**src/hw/atl_pkg.sv**
```systemverilog
// shared constants, register map and types of the adc trigger and limit block
package atl_pkg;
  // clock and timing
  localparam int unsigned CLK_MHZ       = 40;     // pclk rate
  localparam int unsigned T_ATRIG_NS    = 50000;  // periodic trigger interval
  localparam int unsigned T_SAMPLE_NS   = 200;    // least sampling time
  localparam int unsigned T_SETTLE_NS   = 100;    // least settle per bit
  localparam int unsigned ATRIG_CYC     = T_ATRIG_NS * CLK_MHZ / 1000;
  localparam int unsigned SAMPLE_CYC    = (T_SAMPLE_NS * CLK_MHZ + 999) / 1000;
  localparam int unsigned SETTLE_CYC    = (T_SETTLE_NS * CLK_MHZ + 999) / 1000;
  // register byte offsets
  localparam logic [11:0] ADR_CMD       = 12'h000;
  localparam logic [11:0] ADR_CTRL      = 12'h004;
  localparam logic [11:0] ADR_CFG       = 12'h008;
  localparam logic [11:0] ADR_LIM       = 12'h00c;
  localparam logic [11:0] ADR_RES       = 12'h010;
  localparam logic [11:0] ADR_ERR       = 12'h014;
  localparam logic [11:0] ADR_STAT      = 12'h018;
  // field positions
  localparam int unsigned CMD_CONV      = 0;
  localparam int unsigned CMD_CLEAR_STATUS_COMMAND      = 1;
  localparam int unsigned CMD_EXIT      = 2;
  localparam int unsigned CTRL_UNLOCK   = 0;
  localparam int unsigned CTRL_TPEN     = 1;
  localparam int unsigned CTRL_REACT    = 2;
  localparam int unsigned CFG_ATS       = 0;
  localparam int unsigned CFG_EDGE      = 2;
  localparam int unsigned CFG_CSE       = 3;
  localparam int unsigned CFG_GS        = 4;
  localparam int unsigned CFG_OS        = 6;
  localparam int unsigned CFG_DLY       = 8;
  localparam int unsigned LIM_LO        = 0;
  localparam int unsigned LIM_HI        = 8;
  localparam int unsigned RES_VALID     = 8;
  localparam int unsigned ERR_UNDER     = 0;
  localparam int unsigned ERR_OVER      = 1;
  localparam int unsigned ERR_VIOL      = 2;
  localparam int unsigned STAT_BUSY     = 0;
  localparam int unsigned STAT_FROZEN   = 1;
  // reset values: limits wide open so no flag can rise
  localparam logic [5:0]  LIM_LO_RST    = 6'h00;
  localparam logic [5:0]  LIM_HI_RST    = 6'h3f;
  // trigger source select encodings
  typedef enum logic [1:0] {
    ATS_OFF = 2'h0, ATS_PER = 2'h1, ATS_PWM = 2'h2, ATS_RSV = 2'h3
  } atl_ats_t;
  // extended compare values of the limit fields
  function automatic logic [7:0] atl_ext_lo(input logic [5:0] f);
    return {f, 2'h0};
  endfunction
  function automatic logic [7:0] atl_ext_hi(input logic [5:0] f);
    return {f, 2'h3};
  endfunction
endpackage

```
**src/hw/atl_edge.sv**
```systemverilog
// pin synchroniser with registered rising and falling edge pulses
`timescale 1ns/1ps
module atl_edge (
  input  wire logic pclk,
  input  wire logic presetn,
  input  wire logic pin,
  output logic      rise,
  output logic      fall
);
  // whole module state
  typedef struct packed {
    logic s1;    // first sync stage, read only by s2
    logic s2;    // second sync stage
    logic s3;    // previous synced level
    logic rise;  // one-cycle rising pulse
    logic fall;  // one-cycle falling pulse
  } atl_edge_st_t;
  atl_edge_st_t q;
  atl_edge_st_t next_q;

  // next state
  always_comb begin
    next_q      = q;
    next_q.s1   = pin;
    next_q.s2   = q.s1;
    next_q.s3   = q.s2;
    next_q.rise = q.s2 & ~q.s3;
    next_q.fall = ~q.s2 & q.s3;
  end

  // state register
  always_ff @(posedge pclk or negedge presetn) begin
    if (!presetn) begin
      q <= '0;
    end else begin
      q <= next_q;
    end
  end

  assign rise = q.rise;
  assign fall = q.fall;
endmodule

```
**src/hw/atl_sar.sv**
```systemverilog
// successive approximation sequencer for the 8-bit converter
`timescale 1ns/1ps
module atl_sar
  import atl_pkg::*;
#(
  parameter int unsigned SAMPLE_CYCLES = SAMPLE_CYC,
  parameter int unsigned SETTLE_CYCLES = SETTLE_CYC
) (
  input  wire logic       pclk,
  input  wire logic       presetn,
  input  wire logic       start,
  input  wire logic       cmp_in,
  output logic            busy,
  output logic            done,
  output logic [7:0]      code,
  output logic            sample_hold
);
  // gray along idle -> sample -> bits
  typedef enum logic [1:0] {
    SAR_IDLE = 2'h0, SAR_SAMPLE = 2'h1, SAR_BIT = 2'h3
  } atl_sar_fsm_t;
  typedef struct packed {
    atl_sar_fsm_t state;
    logic [7:0]   cnt;   // sample / settle counter
    logic [2:0]   bitp;  // bit under trial
    logic [7:0]   code;  // trial code to the dac, final code at done
    logic         done;
    logic         hold;
    logic         c1;    // comparator sync, read only by c2
    logic         c2;
  } atl_sar_st_t;
  atl_sar_st_t q;
  atl_sar_st_t next_q;

  // settle must exceed the two-stage comparator sync latency
  always_comb begin
    next_q      = q;
    next_q.done = 1'b0;
    next_q.c1   = cmp_in;
    next_q.c2   = q.c1;
    case (q.state)
      SAR_IDLE: begin
        if (start) begin
          next_q.state = SAR_SAMPLE;
          next_q.cnt   = 8'h00;
          next_q.hold  = 1'b1;
          next_q.code  = 8'h00;
        end
      end
      SAR_SAMPLE: begin
        if (q.cnt == 8'(SAMPLE_CYCLES - 1)) begin
          next_q.hold  = 1'b0;
          next_q.state = SAR_BIT;
          next_q.bitp  = 3'h7;
          next_q.code  = 8'h80;
          next_q.cnt   = 8'h00;
        end else begin
          next_q.cnt = q.cnt + 8'h01;
        end
      end
      SAR_BIT: begin
        if (q.cnt == 8'(SETTLE_CYCLES - 1)) begin
          next_q.cnt = 8'h00;
          // comparator low: input below trial, drop the bit
          if (!q.c2) begin
            next_q.code[q.bitp] = 1'b0;
          end
          if (q.bitp == 3'h0) begin
            next_q.state = SAR_IDLE;
            next_q.done  = 1'b1;
          end else begin
            next_q.bitp = q.bitp - 3'h1;
            next_q.code[3'(q.bitp - 3'h1)] = 1'b1;
          end
        end else begin
          next_q.cnt = q.cnt + 8'h01;
        end
      end
      default: begin
        next_q.state = SAR_IDLE;
      end
    endcase
  end

  // state register
  always_ff @(posedge pclk or negedge presetn) begin
    if (!presetn) begin
      q <= '0;
    end else begin
      q <= next_q;
    end
  end

  assign busy        = (q.state != SAR_IDLE);
  assign done        = q.done;
  assign code        = q.code;
  assign sample_hold = q.hold;
endmodule

```
**src/hw/atl_top.sv**
```systemverilog
// adc trigger, result latch and limit check with apb register access
`timescale 1ns/1ps
module atl_top
  import atl_pkg::*;
#(
  parameter int unsigned ATRIG_CYCLES = ATRIG_CYC
) (
  input  wire logic        pclk,
  input  wire logic        presetn,
  input  wire logic [11:0] paddr,
  input  wire logic        psel,
  input  wire logic        penable,
  input  wire logic        pwrite,
  input  wire logic [31:0] pwdata,
  input  wire logic [3:0]  pstrb,
  output logic      [31:0] prdata,
  output logic             pready,
  output logic             pslverr,
  input  wire logic        external_trigger_pin,
  input  wire logic        pwm_hard_level,
  input  wire logic        cmp_in,
  output logic             sample_hold,
  output logic      [7:0]  dac_code,
  output logic             current_source_enable,
  output logic      [1:0]  gain_select,
  output logic      [1:0]  offset_select,
  output logic             fault_a_notify_output_n
);
  localparam int unsigned PW = $clog2(ATRIG_CYCLES + 1);

  // whole block state
  typedef struct packed {
    logic          pready;
    logic          pslverr;
    logic [31:0]   prdata;
    logic          unlock;    // converter_config_unlock
    logic          frozen;    // set by leave_configuration_command
    logic          tpen;      // trigger_pin_enable
    logic          react;     // limit_event_reaction_enable
    atl_ats_t      trigger_source_select;       // trigger_source_select
    logic          edge_fall; // pwm edge: 1 falling, 0 rising
    logic          cse;       // current_source_enable
    logic [1:0]    gs;        // gain_select
    logic [1:0]    os;        // offset_select
    logic [7:0]    dly;       // pwm_trigger_delay in pclk cycles
    logic [5:0]    lo;        // lower_limit_field
    logic [5:0]    hi;        // upper_limit_field
    logic [7:0]    result;    // conversion_result_value
    logic          valid;     // result_valid_flag
    logic          under;     // under_limit_error
    logic          over;      // over_limit_error
    logic          viol;      // limit_violation_status
    logic          fault_n;   // fault_a_notify_output_n
    logic [PW-1:0] per_cnt;   // periodic interval counter
    logic          dly_run;   // pwm delay in progress
    logic [7:0]    dly_cnt;
    logic          start;     // one-cycle start to the sequencer
  } atl_state_t;
  atl_state_t q;
  atl_state_t next_q;

  // byte-lane merge of a write into a register image
  function automatic logic [31:0] wmerge(input logic [31:0] old,
                                         input logic [31:0] wd,
                                         input logic [3:0]  strb);
    logic [31:0] r;
    r = old;
    for (int i = 0; i < 4; i++) begin
      if (strb[i]) begin
        r[i*8 +: 8] = wd[i*8 +: 8];
      end
    end
    return r;
  endfunction

  logic        setup;      // apb setup cycle
  logic        wr;         // write completes this edge
  logic        cfg_ok;     // static config writable
  logic        cmd_conv;   // conversion request command
  logic        cmd_clear_status_command;   // clear_status_command
  logic        cmd_exit;   // leave_configuration_command
  logic        ext_rise;
  logic        pwm_rise;
  logic        pwm_fall;
  logic        pwm_edge;
  logic        per_fire;
  logic        dly_fire;
  logic        trig_any;
  logic        sar_busy;
  logic        sar_done;
  logic [7:0]  sar_code;
  logic        under_c;
  logic        over_c;
  logic [31:0] cur_ctrl;
  logic [31:0] cur_cfg;
  logic [31:0] cur_lim;
  logic [31:0] ctrl_w;
  logic [31:0] cfg_w;
  logic [31:0] lim_w;
  logic [31:0] rd_word;
  logic        rd_err;

  // external trigger pin, synchronised
  atl_edge u_ext (
    .pclk    (pclk),
    .presetn (presetn),
    .pin     (external_trigger_pin),
    .rise    (ext_rise),
    .fall    ()
  );

  // hard on/off level of the output stage, not the plateau level
  atl_edge u_pwm (
    .pclk    (pclk),
    .presetn (presetn),
    .pin     (pwm_hard_level),
    .rise    (pwm_rise),
    .fall    (pwm_fall)
  );

  atl_sar u_sar (
    .pclk        (pclk),
    .presetn     (presetn),
    .start       (q.start),
    .cmp_in      (cmp_in),
    .busy        (sar_busy),
    .done        (sar_done),
    .code        (dac_code),
    .sample_hold (sample_hold)
  );
  assign sar_code = dac_code;

  // bus decode; pready is registered so each access has one wait-free beat
  assign setup    = psel & ~penable;
  assign wr       = psel & penable & q.pready & pwrite;
  assign cfg_ok   = q.unlock & ~q.frozen;
  assign cmd_conv = wr && paddr == ADR_CMD && pstrb[0] && pwdata[CMD_CONV];
  assign cmd_clear_status_command = wr && paddr == ADR_CMD && pstrb[0] && pwdata[CMD_CLEAR_STATUS_COMMAND];
  assign cmd_exit = wr && paddr == ADR_CMD && pstrb[0] && pwdata[CMD_EXIT];

  // register images
  assign cur_ctrl = {29'h0, q.react, q.tpen, q.unlock};
  assign cur_cfg  = {16'h0, q.dly, q.os, q.gs, q.cse, q.edge_fall, q.trigger_source_select};
  assign cur_lim  = {18'h0, q.hi, 2'h0, q.lo};
  assign ctrl_w   = wmerge(cur_ctrl, pwdata, pstrb);
  assign cfg_w    = wmerge(cur_cfg, pwdata, pstrb);
  assign lim_w    = wmerge(cur_lim, pwdata, pstrb);

  // extended limits; below both, above both
  assign under_c  = sar_code < atl_ext_lo(q.lo) &&
                    sar_code < atl_ext_hi(q.hi);
  assign over_c   = sar_code > atl_ext_lo(q.lo) &&
                    sar_code > atl_ext_hi(q.hi);

  // periodic trigger at end of each interval
  assign per_fire = q.trigger_source_select == ATS_PER && q.per_cnt == PW'(ATRIG_CYCLES - 1);
  assign pwm_edge = q.edge_fall ? pwm_fall : pwm_rise;
  assign dly_fire = q.dly_run && q.dly_cnt == q.dly;
  assign trig_any = cmd_conv | (ext_rise & q.tpen) | per_fire | dly_fire;

  // read mux and error decode for the setup cycle
  always_comb begin
    rd_word = 32'h0;
    rd_err  = 1'b0;
    case (paddr)
      ADR_CMD: begin
        rd_word = 32'h0;
      end
      ADR_CTRL: begin
        rd_word = cur_ctrl;
        rd_err  = pwrite & q.frozen;
      end
      ADR_CFG: begin
        rd_word = cur_cfg;
        rd_err  = pwrite & ~cfg_ok;
      end
      ADR_LIM: begin
        rd_word = cur_lim;
        rd_err  = pwrite & ~cfg_ok;
      end
      ADR_RES: begin
        rd_word = 32'h0;
        rd_word[7:0] = q.result;
        rd_word[RES_VALID] = q.valid;
      end
      ADR_ERR: begin
        rd_word[ERR_UNDER] = q.under;
        rd_word[ERR_OVER]  = q.over;
        rd_word[ERR_VIOL]  = q.viol;
      end
      ADR_STAT: begin
        rd_word[STAT_BUSY]   = sar_busy;
        rd_word[STAT_FROZEN] = q.frozen;
      end
      default: begin
        rd_err = 1'b1;
      end
    endcase
  end

  // next state of the whole block
  always_comb begin
    next_q         = q;
    next_q.pready  = setup;
    next_q.pslverr = setup & rd_err;
    if (setup) begin
      next_q.prdata = pwrite ? 32'h0 : rd_word;
    end
    // start only when the sequencer is idle
    next_q.start = trig_any & ~sar_busy & ~q.start;
    // periodic counter runs only in periodic mode
    if (q.trigger_source_select != ATS_PER || per_fire) begin
      next_q.per_cnt = '0;
    end else begin
      next_q.per_cnt = q.per_cnt + PW'(1);
    end
    // delay restarts on each hard transition of the selected edge
    if (q.trigger_source_select != ATS_PWM) begin
      next_q.dly_run = 1'b0;
    end else if (pwm_edge) begin
      next_q.dly_run = 1'b1;
      next_q.dly_cnt = 8'h00;
    end else if (dly_fire) begin
      next_q.dly_run = 1'b0;
    end else if (q.dly_run) begin
      next_q.dly_cnt = q.dly_cnt + 8'h01;
    end
    // control bits only while not frozen
    if (wr && paddr == ADR_CTRL && !q.frozen) begin
      next_q.unlock = ctrl_w[CTRL_UNLOCK];
      next_q.tpen   = ctrl_w[CTRL_TPEN];
      next_q.react  = ctrl_w[CTRL_REACT];
    end
    if (wr && paddr == ADR_CFG && cfg_ok) begin
      next_q.trigger_source_select       = atl_ats_t'(cfg_w[CFG_ATS +: 2]);
      next_q.edge_fall = cfg_w[CFG_EDGE];
      next_q.cse       = cfg_w[CFG_CSE];
      next_q.gs        = cfg_w[CFG_GS +: 2];
      next_q.os        = cfg_w[CFG_OS +: 2];
      next_q.dly       = cfg_w[CFG_DLY +: 8];
    end
    if (wr && paddr == ADR_LIM && cfg_ok) begin
      next_q.lo = lim_w[LIM_LO +: 6];
      next_q.hi = lim_w[LIM_HI +: 6];
    end
    if (cmd_exit) begin
      next_q.frozen = 1'b1;
      next_q.unlock = 1'b0;
    end
    // clear first so a same-cycle completion still sets
    if (cmd_clear_status_command) begin
      next_q.valid   = 1'b0;
      next_q.under   = 1'b0;
      next_q.over    = 1'b0;
      next_q.fault_n = 1'b1;
    end
    // result and valid together; result held until next completion, valid until a clear
    if (sar_done) begin
      next_q.result = sar_code;
      next_q.valid  = 1'b1;
      // checked on each result, in range leaves under and over, clears viol
      if (under_c) begin
        next_q.under = 1'b1;
      end
      if (over_c) begin
        next_q.over = 1'b1;
      end
      next_q.viol = under_c | over_c;
      // fault on violation rise when enabled
      if (q.react && (under_c || over_c) && !q.viol) begin
        next_q.fault_n = 1'b0;
      end
    end
  end

  // state register; limits open after reset
  always_ff @(posedge pclk or negedge presetn) begin
    if (!presetn) begin
      q         <= '0;
      q.lo      <= LIM_LO_RST;
      q.hi      <= LIM_HI_RST;
      q.fault_n <= 1'b1;
    end else begin
      q <= next_q;
    end
  end

  assign prdata                  = q.prdata;
  assign pready                  = q.pready;
  assign pslverr                 = q.pslverr;
  assign current_source_enable   = q.cse;
  assign gain_select             = q.gs;
  assign offset_select           = q.os;
  assign fault_a_notify_output_n = q.fault_n;
endmodule

```
**config.mk**
```make
export PLATFORM = sky130hd
export DESIGN_NAME = atl_top
export DESIGN_NICKNAME = d
export VERILOG_FILES = /design/src/hw/atl_pkg.sv /design/src/hw/atl_edge.sv /design/src/hw/atl_sar.sv /design/src/hw/atl_top.sv
export SDC_FILE = /design/constraint.sdc
export NUM_CORES = 1
export LEC_CHECK = 0
export BUFFER_PORTS_ARGS = -buffer_cell sky130_fd_sc_hd__buf_4
export CAP_MARGIN = 20
export CORE_AREA = 5 5 117 119
export DETAILED_ROUTE_END_ITERATION = 6
export DIE_AREA = 0 0 122 124
export PLACE_DENSITY = 0.75
export SETUP_SLACK_MARGIN = 0.05
export SLEW_MARGIN = 20
export SYNTH_ARGS = -nofsm -noshare
export SYNTH_HDL_FRONTEND = slang
export SYNTH_SLANG_ARGS = --single-unit
```
**constraint.sdc**
```tcl
create_clock -name pclk -period 2.2 [get_ports pclk]
set_input_delay 0.66 -clock pclk [delete_from_list [all_inputs] [get_ports pclk]]
set_output_delay 0.66 -clock pclk [all_outputs]
set_load 0.01 [all_outputs]
```
Word-level counts from Yosys, hierarchy flattened:

Cells that the tools add are included.

* add/subtract/negate cells: 4
* order comparisons: 8
* equality and inequality tests: 21
* mux-type cells: 47
* bitwise operators: 30
* reduce and logical (&&, ||, !) cells: 49

Operators by type and width (count)
* $mux 8: 8
* $pmux 8 s3: 2
* $pmux 13 s3: 1
* $eq 12x5->1 const B: 3
* $mux 11: 3
* $mux 32: 1
* $eq 12x4->1 const B: 2
* $logic_and 1x1->1: 19
* $add 8x1->8 const B: 2
* $gt 8x8->1: 2
* $lt 8x8->1: 2
* $mux 1: 15
* $and 1x1->1: 14
* $reduce_and 2->1: 7
* $reduce_bool 2->1: 7
* $eq 12x3->1 const B: 1
* $logic_not 12->1: 1
* $mux 12: 1
* $pmux 2 s6: 1
* $reduce_and 4->1: 3
* $add 11x1->11 const B: 1
* $eq 11x11->1 const B: 1
* $mux 10: 1
* $mux 9: 1
* 32 further kinds: 60

* flip-flop bits (word level): 134
* input port bits: 56

Logic depth before layout (Yosys ltp):

Gate-level depths: netlist (run 1).

* word-level depth: 13
* depth in mapped cells: 7
* gate-level depth less buffers: 7

Cells and area by module:

A second synthesis (run 1) with hierarchy kept.

* cell total of the unflattened synthesis: 608
* area total of the unflattened synthesis: 6322.3 µm²

Modules (own cells, without submodules)
* atl_top: instances 1, cells an instance 435, area each 4580.6 µm²
* atl_sar: instances 1, cells an instance 159, area each 1461.4 µm²
* atl_edge: instances 2, cells an instance 7, area each 140.1 µm²

Worst setup path after synthesis (run 1):

Ideal clock, no wire load.

* kind: input port to flip-flop
* start: input port paddr[1]
* end: register q (netlist bit prdata[6])
* library setup time: 90 ps
* arrival time: 2172 ps
* required time: 2110 ps
* path slack: -62 ps
* stages: 5
* cells stage by stage: or3_4 -> or4_1 -> buf_2 -> or3_1 -> o221ai_1

* cells in the longest elaborated chain, start to end: 3

RTL lines
* start: declaration: line atl_top.sv:10 `input wire logic [11:0] paddr,`
* $eq 12x5->1 / $eq 12x4->1 (equally long branches): line atl_top.sv:165 `case (paddr)`
* $pmux 13 s3 (*): line atl_top.sv:165
* $mux 32 (*): line atl_top.sv:207 `next_q.prdata = pwrite ? 32'h0 : rd_word;`
* end signal: assignment: line atl_top.sv:284 `q <= next_q;`
* end: declaration: line atl_top.sv:59 `atl_state_t q;`

Mark *: on every way between the ends. The rest lies on a longest branch, timed or not.
A chain may end at the register's enable or synchronous reset.

Worst setup path after layout (run 1):

* start: register q (netlist bit cur_lim[11])
* end: register q[22] in the netlist's numbering

* cells in the longest elaborated chain, start to end: 3

RTL lines
* $lt 8x8->1 / $gt 8x8->1 (equally long branches): line atl_top.sv:151, atl_top.sv:153
* $logic_and 1x1->1 (on tied branches): line atl_top.sv:150, atl_top.sv:152
* $or 1x1->1 (*): line atl_top.sv:268 `next_q.viol = under_c | over_c;`

Marks and branches as above.

==> PnR_summary.wiki, run 1 <==
{| class="wikitable"
! Metric !! Value
|-
| Run status || finished clean
|-
| Placeable core region || 12,500 um^2
|-
| Main combinational cell family by area after synthesis || simple AND/OR/NAND/NOR gates
|-
| Initial standard-cell utilization of the core || 49.2%
|-
| Root cell of the clock tree || sky130_fd_sc_hd__clkbuf_16
|-
| RSZ-0062 raised after global routing || yes
|-
| Compound-Gate Fraction of Synth Area || 11.9%
|-
| Post-CTS clock slew at the launch and capture registers of the worst setup and hold paths || 0.06 ns
|-
| Path type of the worst min-delay path || input pin to async pin
|-
| Detail Route Antenna Nets || 0
|-
| Final routed DRC violation total || 0
|-
| CP top delay family || simple AND/OR/NAND/NOR gates
|-
| Count of flip-flops with a built-in enable after synthesis || 0
|-
| Sum of overflow across all layers after global routing || 0
|-
| Clock Path Buffers || 2
|-
| Die boundary height || 124 um
|-
| Count of mapped cells out of synthesis || 587
|-
| Boundary Pins || 105
|-
| Via count of the first global-routing pass || 4,706
|-
| Drt wl/cell || 16.9 um
|-
| Number of filler instances in the final layout || 1,016
|-
| Utilization of the core after routing || 59.2%
|-
| Die Footprint || 15,100 um^2
|-
| Critical path's slowest cell || sky130_fd_sc_hd__dfstp_2
|-
| Largest fanout of any net on the critical path || 3
|-
| Fraction of layout cells with a size suffix above 1 || 30.8%
|-
| DPL Wire Length || 10,400 um
|-
| Number of distinct standard cells referenced by the synthesized netlist || 65
|-
| Post-Route Setup TNS || 0 ns
|-
| Setup-violating endpoint count in the final report || 0
|-
| First-pass GRT wire length || 23,500 um
|-
| Xor-xnor portion of the synthesized cell area || 3.00%
|-
| Area growth from synthesis to layout || 20.3%
|-
| Violation count after the first detailed-routing iteration || 330
|-
| Antenna Diode Count || 0
|-
| Storage cell area || 2960 um^2
|-
| Row count || 41
|-
| Antenna violations before repair || 1
|-
| Area of the mapped netlist || 6130 um^2
|-
| Input/output buffers || 70
|-
| Async set or reset register ratio after synthesis || 100%
|-
| Register bit count reported by yosys || 118
|-
| Sequential-to-total area share from yosys stat || 48.3%
|-
| Type of element capturing the critical path || register
|-
| Routability congestion estimate || 0.905
|-
| Areal power density over the cells || 897 nW/um^2
|-
| Minimum period implied by the final worst setup slack || 2.13 ns
|-
| Final Hold Viols || 0
|-
| Simple logic cell fraction of the synthesized area || 15.9%
|-
| Clock tree from TritonCTS || yes
|-
| Insertion delay of the later-clocked pin in the worst-skew pair || 0.41 ns
|-
| Number of setup buffers added after CTS || 0
|-
| Slew Limit Fails || 0
|-
| Overall Global Routing Usage || 19.8%
|-
| Portion of the clock cycle consumed by the worst path in the final layout || 96.9%
|-
| Actual transition at the worst max-transition pin || 0.553 ns
|-
| Deepest level of the CTS H-tree || 4
|-
| Power after layout || 6.61 mW
|-
| CTS sink cnt || 118
|-
| Crit path DAT || 2.43 ns
|-
| Yosys Warn Count || 0
|-
| Final std cells w/o fill || 843
|-
| Overall die width || 122 um
|-
| Critical setup path kind || register to register
|-
| Mux share of post-synthesis cell area || 8.80%
|-
| Layout Skew || 0.0112 ns
|-
| First-pass iteration count of the detailed router || 5
|-
| Stage delay of the slowest cell on the critical path || 0.56 ns
|-
| Crit-path most repeated cell || sky130_fd_sc_hd__mux2_2
|-
| Most used flip-flop cell after synthesis || sky130_fd_sc_hd__dfrtp_1
|-
| Maximum number of pins on one net before global-route repair || 55
|-
| P_leak || 3.40 nW
|-
| Worst rel slew slack || 63.1%
|-
| List of cells traversed by the critical path || inv_2, ha_4, nand4_1, nor3_2, nor2_2, mux2_2, mux2_2
|-
| Worst Setup Start Kind || register
|-
| Final #Nets || 731
|-
| Per-instance average area after synthesis || 10.4 um^2
|-
| Multi-input gate area || 2770 um^2
|-
| Final Hold Slack || 0.117 ns
|-
| Wire length reported by the detailed router || 14,300 um
|-
| Data required time of the critical path || 2.50 ns
|-
| Via count of the routed design || 4,669
|-
| VDD IR-drop max || 0.502 mV
|-
| Fmax || 0.469 GHz
|-
| Adder-cell area share of the yosys netlist || 3.47%
|-
| Per-cell via count in the routed design || 5.54
|-
| Number of CTS-inserted buffers || 17
|-
| Buffering stage count on the worst path with inverters included || 1
|-
| Placed cell count || 811
|-
| Total of max-cap violations || 0
|}
## through the flow
stage	cell area (um^2)	worst slack, ns
2_1_floorplan	6190	-0.0620
3_3_place_gp	6770	-0.282
3_5_place_dp	6770	-0.330
4_1_cts	7340	0.0507
5_1_grt	7370	0.0361
6_report	7370	0.0678
## logic make-up after synthesis
logic type / count (synthesis)
and+or+nand+nor: 182
other: 1
muxes: 49
xor gates and xnor gates: 21
DFF: 118
AOI/OAI and AO/OA: 105
adders and majority gates: 17
buffers and inverters: 94
## report_power, final
group | leakage [nW] | internal [mW] | switching (mW)
sequential | 1.57 | 2.33 | 0.283
combinational | 1.58 | 0.725 | 0.831
clock | 0.259 | 1.43 | 1.01
## Yosys cell counts, types with 9 or more instances
master                     instances  area share, %
sky130_fd_sc_hd__nand2b_1         11            1.1
sky130_fd_sc_hd__nand2_1          42            2.6
sky130_fd_sc_hd__inv_1            28            1.7
sky130_fd_sc_hd__o21ai_0          23            1.9
sky130_fd_sc_hd__nor2_1           36            2.2
sky130_fd_sc_hd__nand4_1          11            1.1
sky130_fd_sc_hd__mux2_2           39            7.2
sky130_fd_sc_hd__o22ai_1           9           0.92
sky130_fd_sc_hd__nor2b_1          12            1.2
sky130_fd_sc_hd__o31ai_1           9            1.1
sky130_fd_sc_hd__xnor2_1          16            2.3
sky130_fd_sc_hd__dfrtp_1         111             45
sky130_fd_sc_hd__mux2i_1          10            1.6
sky130_fd_sc_hd__a21oi_1          17            1.4
sky130_fd_sc_hd__nand3_1          17            1.4
sky130_fd_sc_hd__ha_1             17            3.5
sky130_fd_sc_hd__and3_1           10            1.0
sky130_fd_sc_hd__clkbuf_1         18            1.1
sky130_fd_sc_hd__buf_4            44            5.4
## metal layers
layer | share of wire [%] | global-route usage [%]
met2 | 49 | 32.3
met1 | 41 | 24.3
met3 | 7.0 | 6.45
met5 | 0.084 | 0
met4 | 2.4 | 8.54
## state kept, by name (all words and copies together), names as in the netlist, 3 cells and up
name        flops
cur_cfg        11
cur_ctrl        3
cur_lim        12
prdata         16
q              34
u_sar.code      8
u_sar.q        14
## worst paths after layout
check,from,end,slack (ns),cells after the start
max reg2reg,cur_lim[11]$_DFFE_PN1P_,q[22]$_DFFE_PN0P_,0.07,7
min reg2reg,u_ext.next_q[3]$_DFF_PN0_,u_ext.next_q[2]$_DFF_PN0_,0.35,0
max in group asynchronous,presetn,u_sar.q[12]$_DFFE_PN0P_,1.44,2
min,presetn,u_pwm.next_q[3]$_DFF_PN0_,0.12,1
min in group pclk,u_ext.next_q[3]$_DFF_PN0_,u_ext.next_q[2]$_DFF_PN0_,0.35,0
max,cur_lim[11]$_DFFE_PN1P_,q[22]$_DFFE_PN0P_,0.07,7
## area by class of cell
type / count / area share, %
clock buffer: 17 / 5.77
tap: 172 / 2.92
timing repair buffer: 103 / 10.7
multi-input combinational: 390 / 37.6
clock inverter: 15 / 1.48
inverter: 28 / 1.43
sequential: 118 / 40.2
## what timing repair did
| action | in CTS | in global routing |
|---|---|---|
| endpoints found under the setup margin | 1 | 4 |
| hold buffers | 0 | 0 |
| gates resized for setup | 6 | 10 |
| hold endpoints to repair | 0 | 0 |
| pin swaps | 2 | 2 |
## cells in the final DEF, fill, tap and decap left out, drive strengths merged, types with 4 or more instances in the layout
master	n
dfrtp	111
buf	103
nand2	42
mux2	39
nor2	36
inv	29
o21ai	23
nand3	17
a21oi	17
clkbuf	17
ha	17
xnor2	16
conb	16
nand2b	12
nor2b	12
nand4	11
clkinv	11
and3	10
mux2i	10
o31ai	10
o22ai	9
dfstp	7
and2	7
o311ai	6
nor3	6
xor2	5
a221o	5
or3	5
a22o	4
nor3b	4
a31oi	4
nor4	4
or4	4
Note: power is estimated with default switching activity, not from simulation.
==> run 2, diff against run 1 <==
--- a/config.mk
+++ b/config.mk
@@ -5,11 +5,12 @@
 export SDC_FILE = /design/constraint.sdc
 export NUM_CORES = 1
 export LEC_CHECK = 0
+export ABC_AREA = 1
 export BUFFER_PORTS_ARGS = -buffer_cell sky130_fd_sc_hd__buf_4
 export CAP_MARGIN = 20
-export CORE_AREA = 5 5 117 119
+export CORE_AREA = 5 5 120 122
 export DETAILED_ROUTE_END_ITERATION = 6
-export DIE_AREA = 0 0 122 124
+export DIE_AREA = 0 0 125 127
 export PLACE_DENSITY = 0.75
 export SETUP_SLACK_MARGIN = 0.05
 export SLEW_MARGIN = 20
==> PnR_summary.wiki, run 2 <==
{| class="wikitable"
! Metric !! Value
|-
| Drt wl/cell || 13.9 um (was 16.9 um)
|-
| Antenna violations before repair || 0 (was 1)
|-
| VDD IR-drop max || 0.398 mV (was 0.502 mV)
|-
| Setup-violating endpoint count in the final report || 0 (unchanged)
|-
| Number of filler instances in the final layout || 1,194 (was 1,016)
|-
| Post-CTS clock slew at the launch and capture registers of the worst setup and hold paths || 0.05 ns (was 0.06 ns)
|-
| First-pass GRT wire length || 24,900 um (was 23,500 um)
|-
| Sequential-to-total area share from yosys stat || 45.7% (was 48.3%)
|-
| Boundary Pins || 105 (unchanged)
|-
| First-pass iteration count of the detailed router || 5 (unchanged)
|-
| Count of mapped cells out of synthesis || 808 (was 587)
|-
| CTS sink cnt || 118 (unchanged)
|-
| Power after layout || 4.77 mW (was 6.61 mW)
|-
| Crit-path most repeated cell || sky130_fd_sc_hd__buf_4 (was sky130_fd_sc_hd__mux2_2)
|-
| Input/output buffers || 70 (unchanged)
|-
| Crit path DAT || 1.15 ns (was 2.43 ns)
|-
| Post-Route Setup TNS || 0 ns (unchanged)
|-
| Start of the worst register-to-register path || cur_lim[13]$_DFFE_PN1P_ (was cur_lim[11]$_DFFE_PN1P_)
|-
| Via count of the first global-routing pass || 5,164 (was 4,706)
|-
| Async set or reset register ratio after synthesis || 100% (unchanged)
|-
| Most used flip-flop cell after synthesis || sky130_fd_sc_hd__dfrtp_1 (unchanged)
|-
| Initial standard-cell utilization of the core || 49.5% (was 49.2%)
|-
| Most common library cell in the layout ignoring fill and taps || sky130_fd_sc_hd__nand2_1 (was sky130_fd_sc_hd__dfrtp_1)
|-
| Endpoint of the most critical register-to-register path || fault_a_notify_output_n$_DFF_PN1_ (was q[22]$_DFFE_PN0P_)
|-
| Critical path's slowest cell || sky130_fd_sc_hd__dfrtp_1 (was sky130_fd_sc_hd__dfstp_2)
|-
| Detail Route Antenna Nets || 0 (unchanged)
|-
| Overall Global Routing Usage || 19.3% (was 19.8%)
|-
| Synth top area share || 42.9% (was 45.3%)
|-
| CP top delay family || flip-flops (was simple AND/OR/NAND/NOR gates)
|-
| Fmax || 0.552 GHz (was 0.469 GHz)
|-
| Placeable core region || 13,100 um^2 (was 12,500 um^2)
|-
| Root cell of the clock tree || sky130_fd_sc_hd__clkbuf_16 (unchanged)
|-
| Top-count cell post-synth || sky130_fd_sc_hd__nand2_1 (was sky130_fd_sc_hd__dfrtp_1)
|-
| Final #Nets || 945 (was 731)
|-
| Die boundary height || 127 um (was 124 um)
|-
| Resize count post-CTS || 0 (was 6)
|-
| Commonest cells in the synthesized netlist || sky130_fd_sc_hd__nand2_1, sky130_fd_sc_hd__inv_1, sky130_fd_sc_hd__dfrtp_1 (was sky130_fd_sc_hd__dfrtp_1, sky130_fd_sc_hd__buf_4, sky130_fd_sc_hd__nand2_1)
|-
| Storage cell area || 2960 um^2 (about the same)
|-
| Utilization of the core after routing || 57.3% (was 59.2%)
|-
| Largest fanout of any net on the critical path || 4 (was 3)
|-
| Most frequent cells in the layout || sky130_fd_sc_hd__nand2_1, sky130_fd_sc_hd__inv_1, sky130_fd_sc_hd__dfrtp_1 (was sky130_fd_sc_hd__dfrtp_1, sky130_fd_sc_hd__buf_4, sky130_fd_sc_hd__nand2_1)
|-
| Biggest register || q (unchanged)
|-
| Path type of the worst min-delay path || input pin to async pin (unchanged)
|-
| Yosys Warn Count || 0 (unchanged)
|-
| Register bit count reported by yosys || 118 (unchanged)
|-
| Per-cell via count in the routed design || 4.96 (was 5.54)
|-
| Minimum period implied by the final worst setup slack || 1.81 ns (was 2.13 ns)
|-
| Worst-case register-to-register setup slack || 0.49 ns (was 0.07 ns)
|-
| Overall die width || 125 um (was 122 um)
|-
| Post-place instance area || 6990 um^2 (was 6770 um^2)
|-
| CP Launch Point || u_sar.code[7]$_DFFE_PN0P_ (was cur_lim[11]$_DFFE_PN1P_)
|-
| Number of flip-flops under the largest register name || 34 (unchanged)
|-
| RSZ-0062 raised after global routing || no (was yes)
|-
| Cell depth of the worst flop-to-flop path || 10 (was 7)
|-
| Portion of the clock cycle consumed by the worst path in the final layout || 82.4% (was 96.9%)
|-
| Per-instance average area after synthesis || 8.02 um^2 (was 10.4 um^2)
|-
| Area of the mapped netlist || 6480 um^2 (was 6130 um^2)
|-
| Critical setup path kind || register to output pin (was register to register)
|-
| Areal power density over the cells || 636 nW/um^2 (was 897 nW/um^2)
|-
| DPL Wire Length || 11,100 um (was 10,400 um)
|-
| Hold-fix buffers at CTS || 0 (unchanged)
|-
| Total of max-cap violations || 0 (unchanged)
|-
| Data required time of the critical path || 1.54 ns (was 2.50 ns)
|-
| Die Footprint || 15,900 um^2 (was 15,100 um^2)
|-
| Final Hold Viols || 0 (unchanged)
|-
| Count of flip-flops with a built-in enable after synthesis || 0 (unchanged)
|-
| Number of distinct standard cells referenced by the synthesized netlist || 39 (was 65)
|-
| Routability congestion estimate || 0.925 (was 0.905)
|-
| Row count || 42 (was 41)
|-
| Ranking of synthesized cells by area || sky130_fd_sc_hd__dfrtp_1, sky130_fd_sc_hd__nand2_1, sky130_fd_sc_hd__inv_1 (was sky130_fd_sc_hd__dfrtp_1, sky130_fd_sc_hd__mux2_2, sky130_fd_sc_hd__buf_4)
|-
| Deepest level of the CTS H-tree || 4 (unchanged)
|-
| Clock Path Buffers || 2 (unchanged)
|-
| Maximum number of pins on one net before global-route repair || 32 (was 55)
|-
| Cell accounting for the most synthesized area || sky130_fd_sc_hd__dfrtp_1 (unchanged)
|-
| Buffering stage count on the worst path with inverters included || 2 (was 1)
|-
| P_leak || 3.84 nW (was 3.40 nW)
|-
| List of cells traversed by the critical path || buf_4, buf_4 (was inv_2, ha_4, nand4_1, nor3_2, nor2_2, mux2_2, mux2_2)
|-
| Sum of overflow across all layers after global routing || 0 (unchanged)
|-
| Multi-input gate area || 2710 um^2 (was 2770 um^2)
|-
| Wire length reported by the detailed router || 14,800 um (was 14,300 um)
|-
| Via count of the routed design || 5,260 (was 4,669)
|-
| Layout Skew || 0.00509 ns (was 0.0112 ns)
|-
| Clock tree from TritonCTS || yes (unchanged)
|-
| Number of setup buffers added after CTS || 0 (unchanged)
|-
| Slew Limit Fails || 0 (unchanged)
|-
| Number of CTS-inserted buffers || 17 (unchanged)
|-
| Run status || finished clean (unchanged)
|-
| Final Cell Area || 7500 um^2 (was 7370 um^2)
|-
| Fraction of layout cells with a size suffix above 1 || 18.9% (was 30.8%)
|-
| Violation count after the first detailed-routing iteration || 338 (was 330)
|-
| Worst Setup Start Kind || register (unchanged)
|-
| Final Hold Slack || 0.156 ns (was 0.117 ns)
|-
| Area growth from synthesis to layout || 15.8% (was 20.3%)
|-
| Type of element capturing the critical path || output pin (was register)
|-
| Insertion delay of the later-clocked pin in the worst-skew pair || 0.41 ns (about the same)
|-
| Final routed DRC violation total || 0 (unchanged)
|-
| Stage delay of the slowest cell on the critical path || 0.42 ns (was 0.56 ns)
|-
| Antenna Diode Count || 0 (unchanged)
|}
-- run 2: cell types whose count changed in the layout (fill, tap and decap cells not counted), moves of 18 or more --
| cell | before | now |
|---|---|---|
| sky130_fd_sc_hd__buf_4 | 102 | 84 |
| sky130_fd_sc_hd__inv_1 | 25 | 115 |
| sky130_fd_sc_hd__mux2_2 | 39 | 0 |
| sky130_fd_sc_hd__nand2_1 | 42 | 207 |
| sky130_fd_sc_hd__nand3_1 | 17 | 44 |
| sky130_fd_sc_hd__nor2_1 | 35 | 69 |
| sky130_fd_sc_hd__o21ai_2 | 0 | 24 |
-- run 2: metrics by stage --
step | std cells | setup slack (ns)
finish | 1061 | 0.387
global route | 1061 | 0.321
CTS | 1061 | 0.360
detailed placement | 1029 | 0.0949
global placement | 1029 | 0.107
floorplan | 823 | 0.461
-- run 2: worst max path at each step --
stage                                         end  slack, ns  depth (start not counted)
after floorplan            cur_cfg[0]$_DFFE_PN0P_       0.46                          9
after global placement     cur_lim[2]$_DFFE_PN0P_       0.11                         10
after detailed placement   cur_lim[2]$_DFFE_PN0P_       0.09                         10
after CTS                             dac_code[7]       0.36                          2
after global routing      u_sar.q[15]$_DFFE_PN0P_       0.32                          6
final                                 dac_code[7]       0.39                          2
-- run 2: routing by layer --
metal	global-route usage (%)	share of wire (%)
met1	25.4	45
met2	30.2	46
met4	7.40	1.8
met3	6.09	6.6
met5	0	0
-- run 2: final cells by class --
| cell class | instances | area share, % |
|---|---|---|
| clock buffers | 27 | 6.44 |
| clock inverters | 5 | 0.334 |
| inverters | 121 | 6.06 |
| multi-input cells | 529 | 36.1 |
| flip-flops and latches | 118 | 39.5 |
| well taps | 176 | 2.94 |
| repair buffers | 85 | 8.68 |
-- run 2: logic make-up after synthesis --
family                     share of synthesized area (%)
and+or+nand+nor                                     24.0
buffers and inverters                               13.4
AOI/OAI and AO/OA                                   11.6
DFF                                                 45.7
adders and majority gates                           3.28
xor gates and xnor gates                            1.89
other                                             0.0579
-- run 2: report_power, final --
part | leakage (nW) | internal, mW | switching, mW
logic | 2.01 | 0.0632 | 0.118
registers | 1.57 | 2.19 | 0.00506
clock network | 0.253 | 1.49 | 0.913
total | 3.84 | 3.74 | 1.04
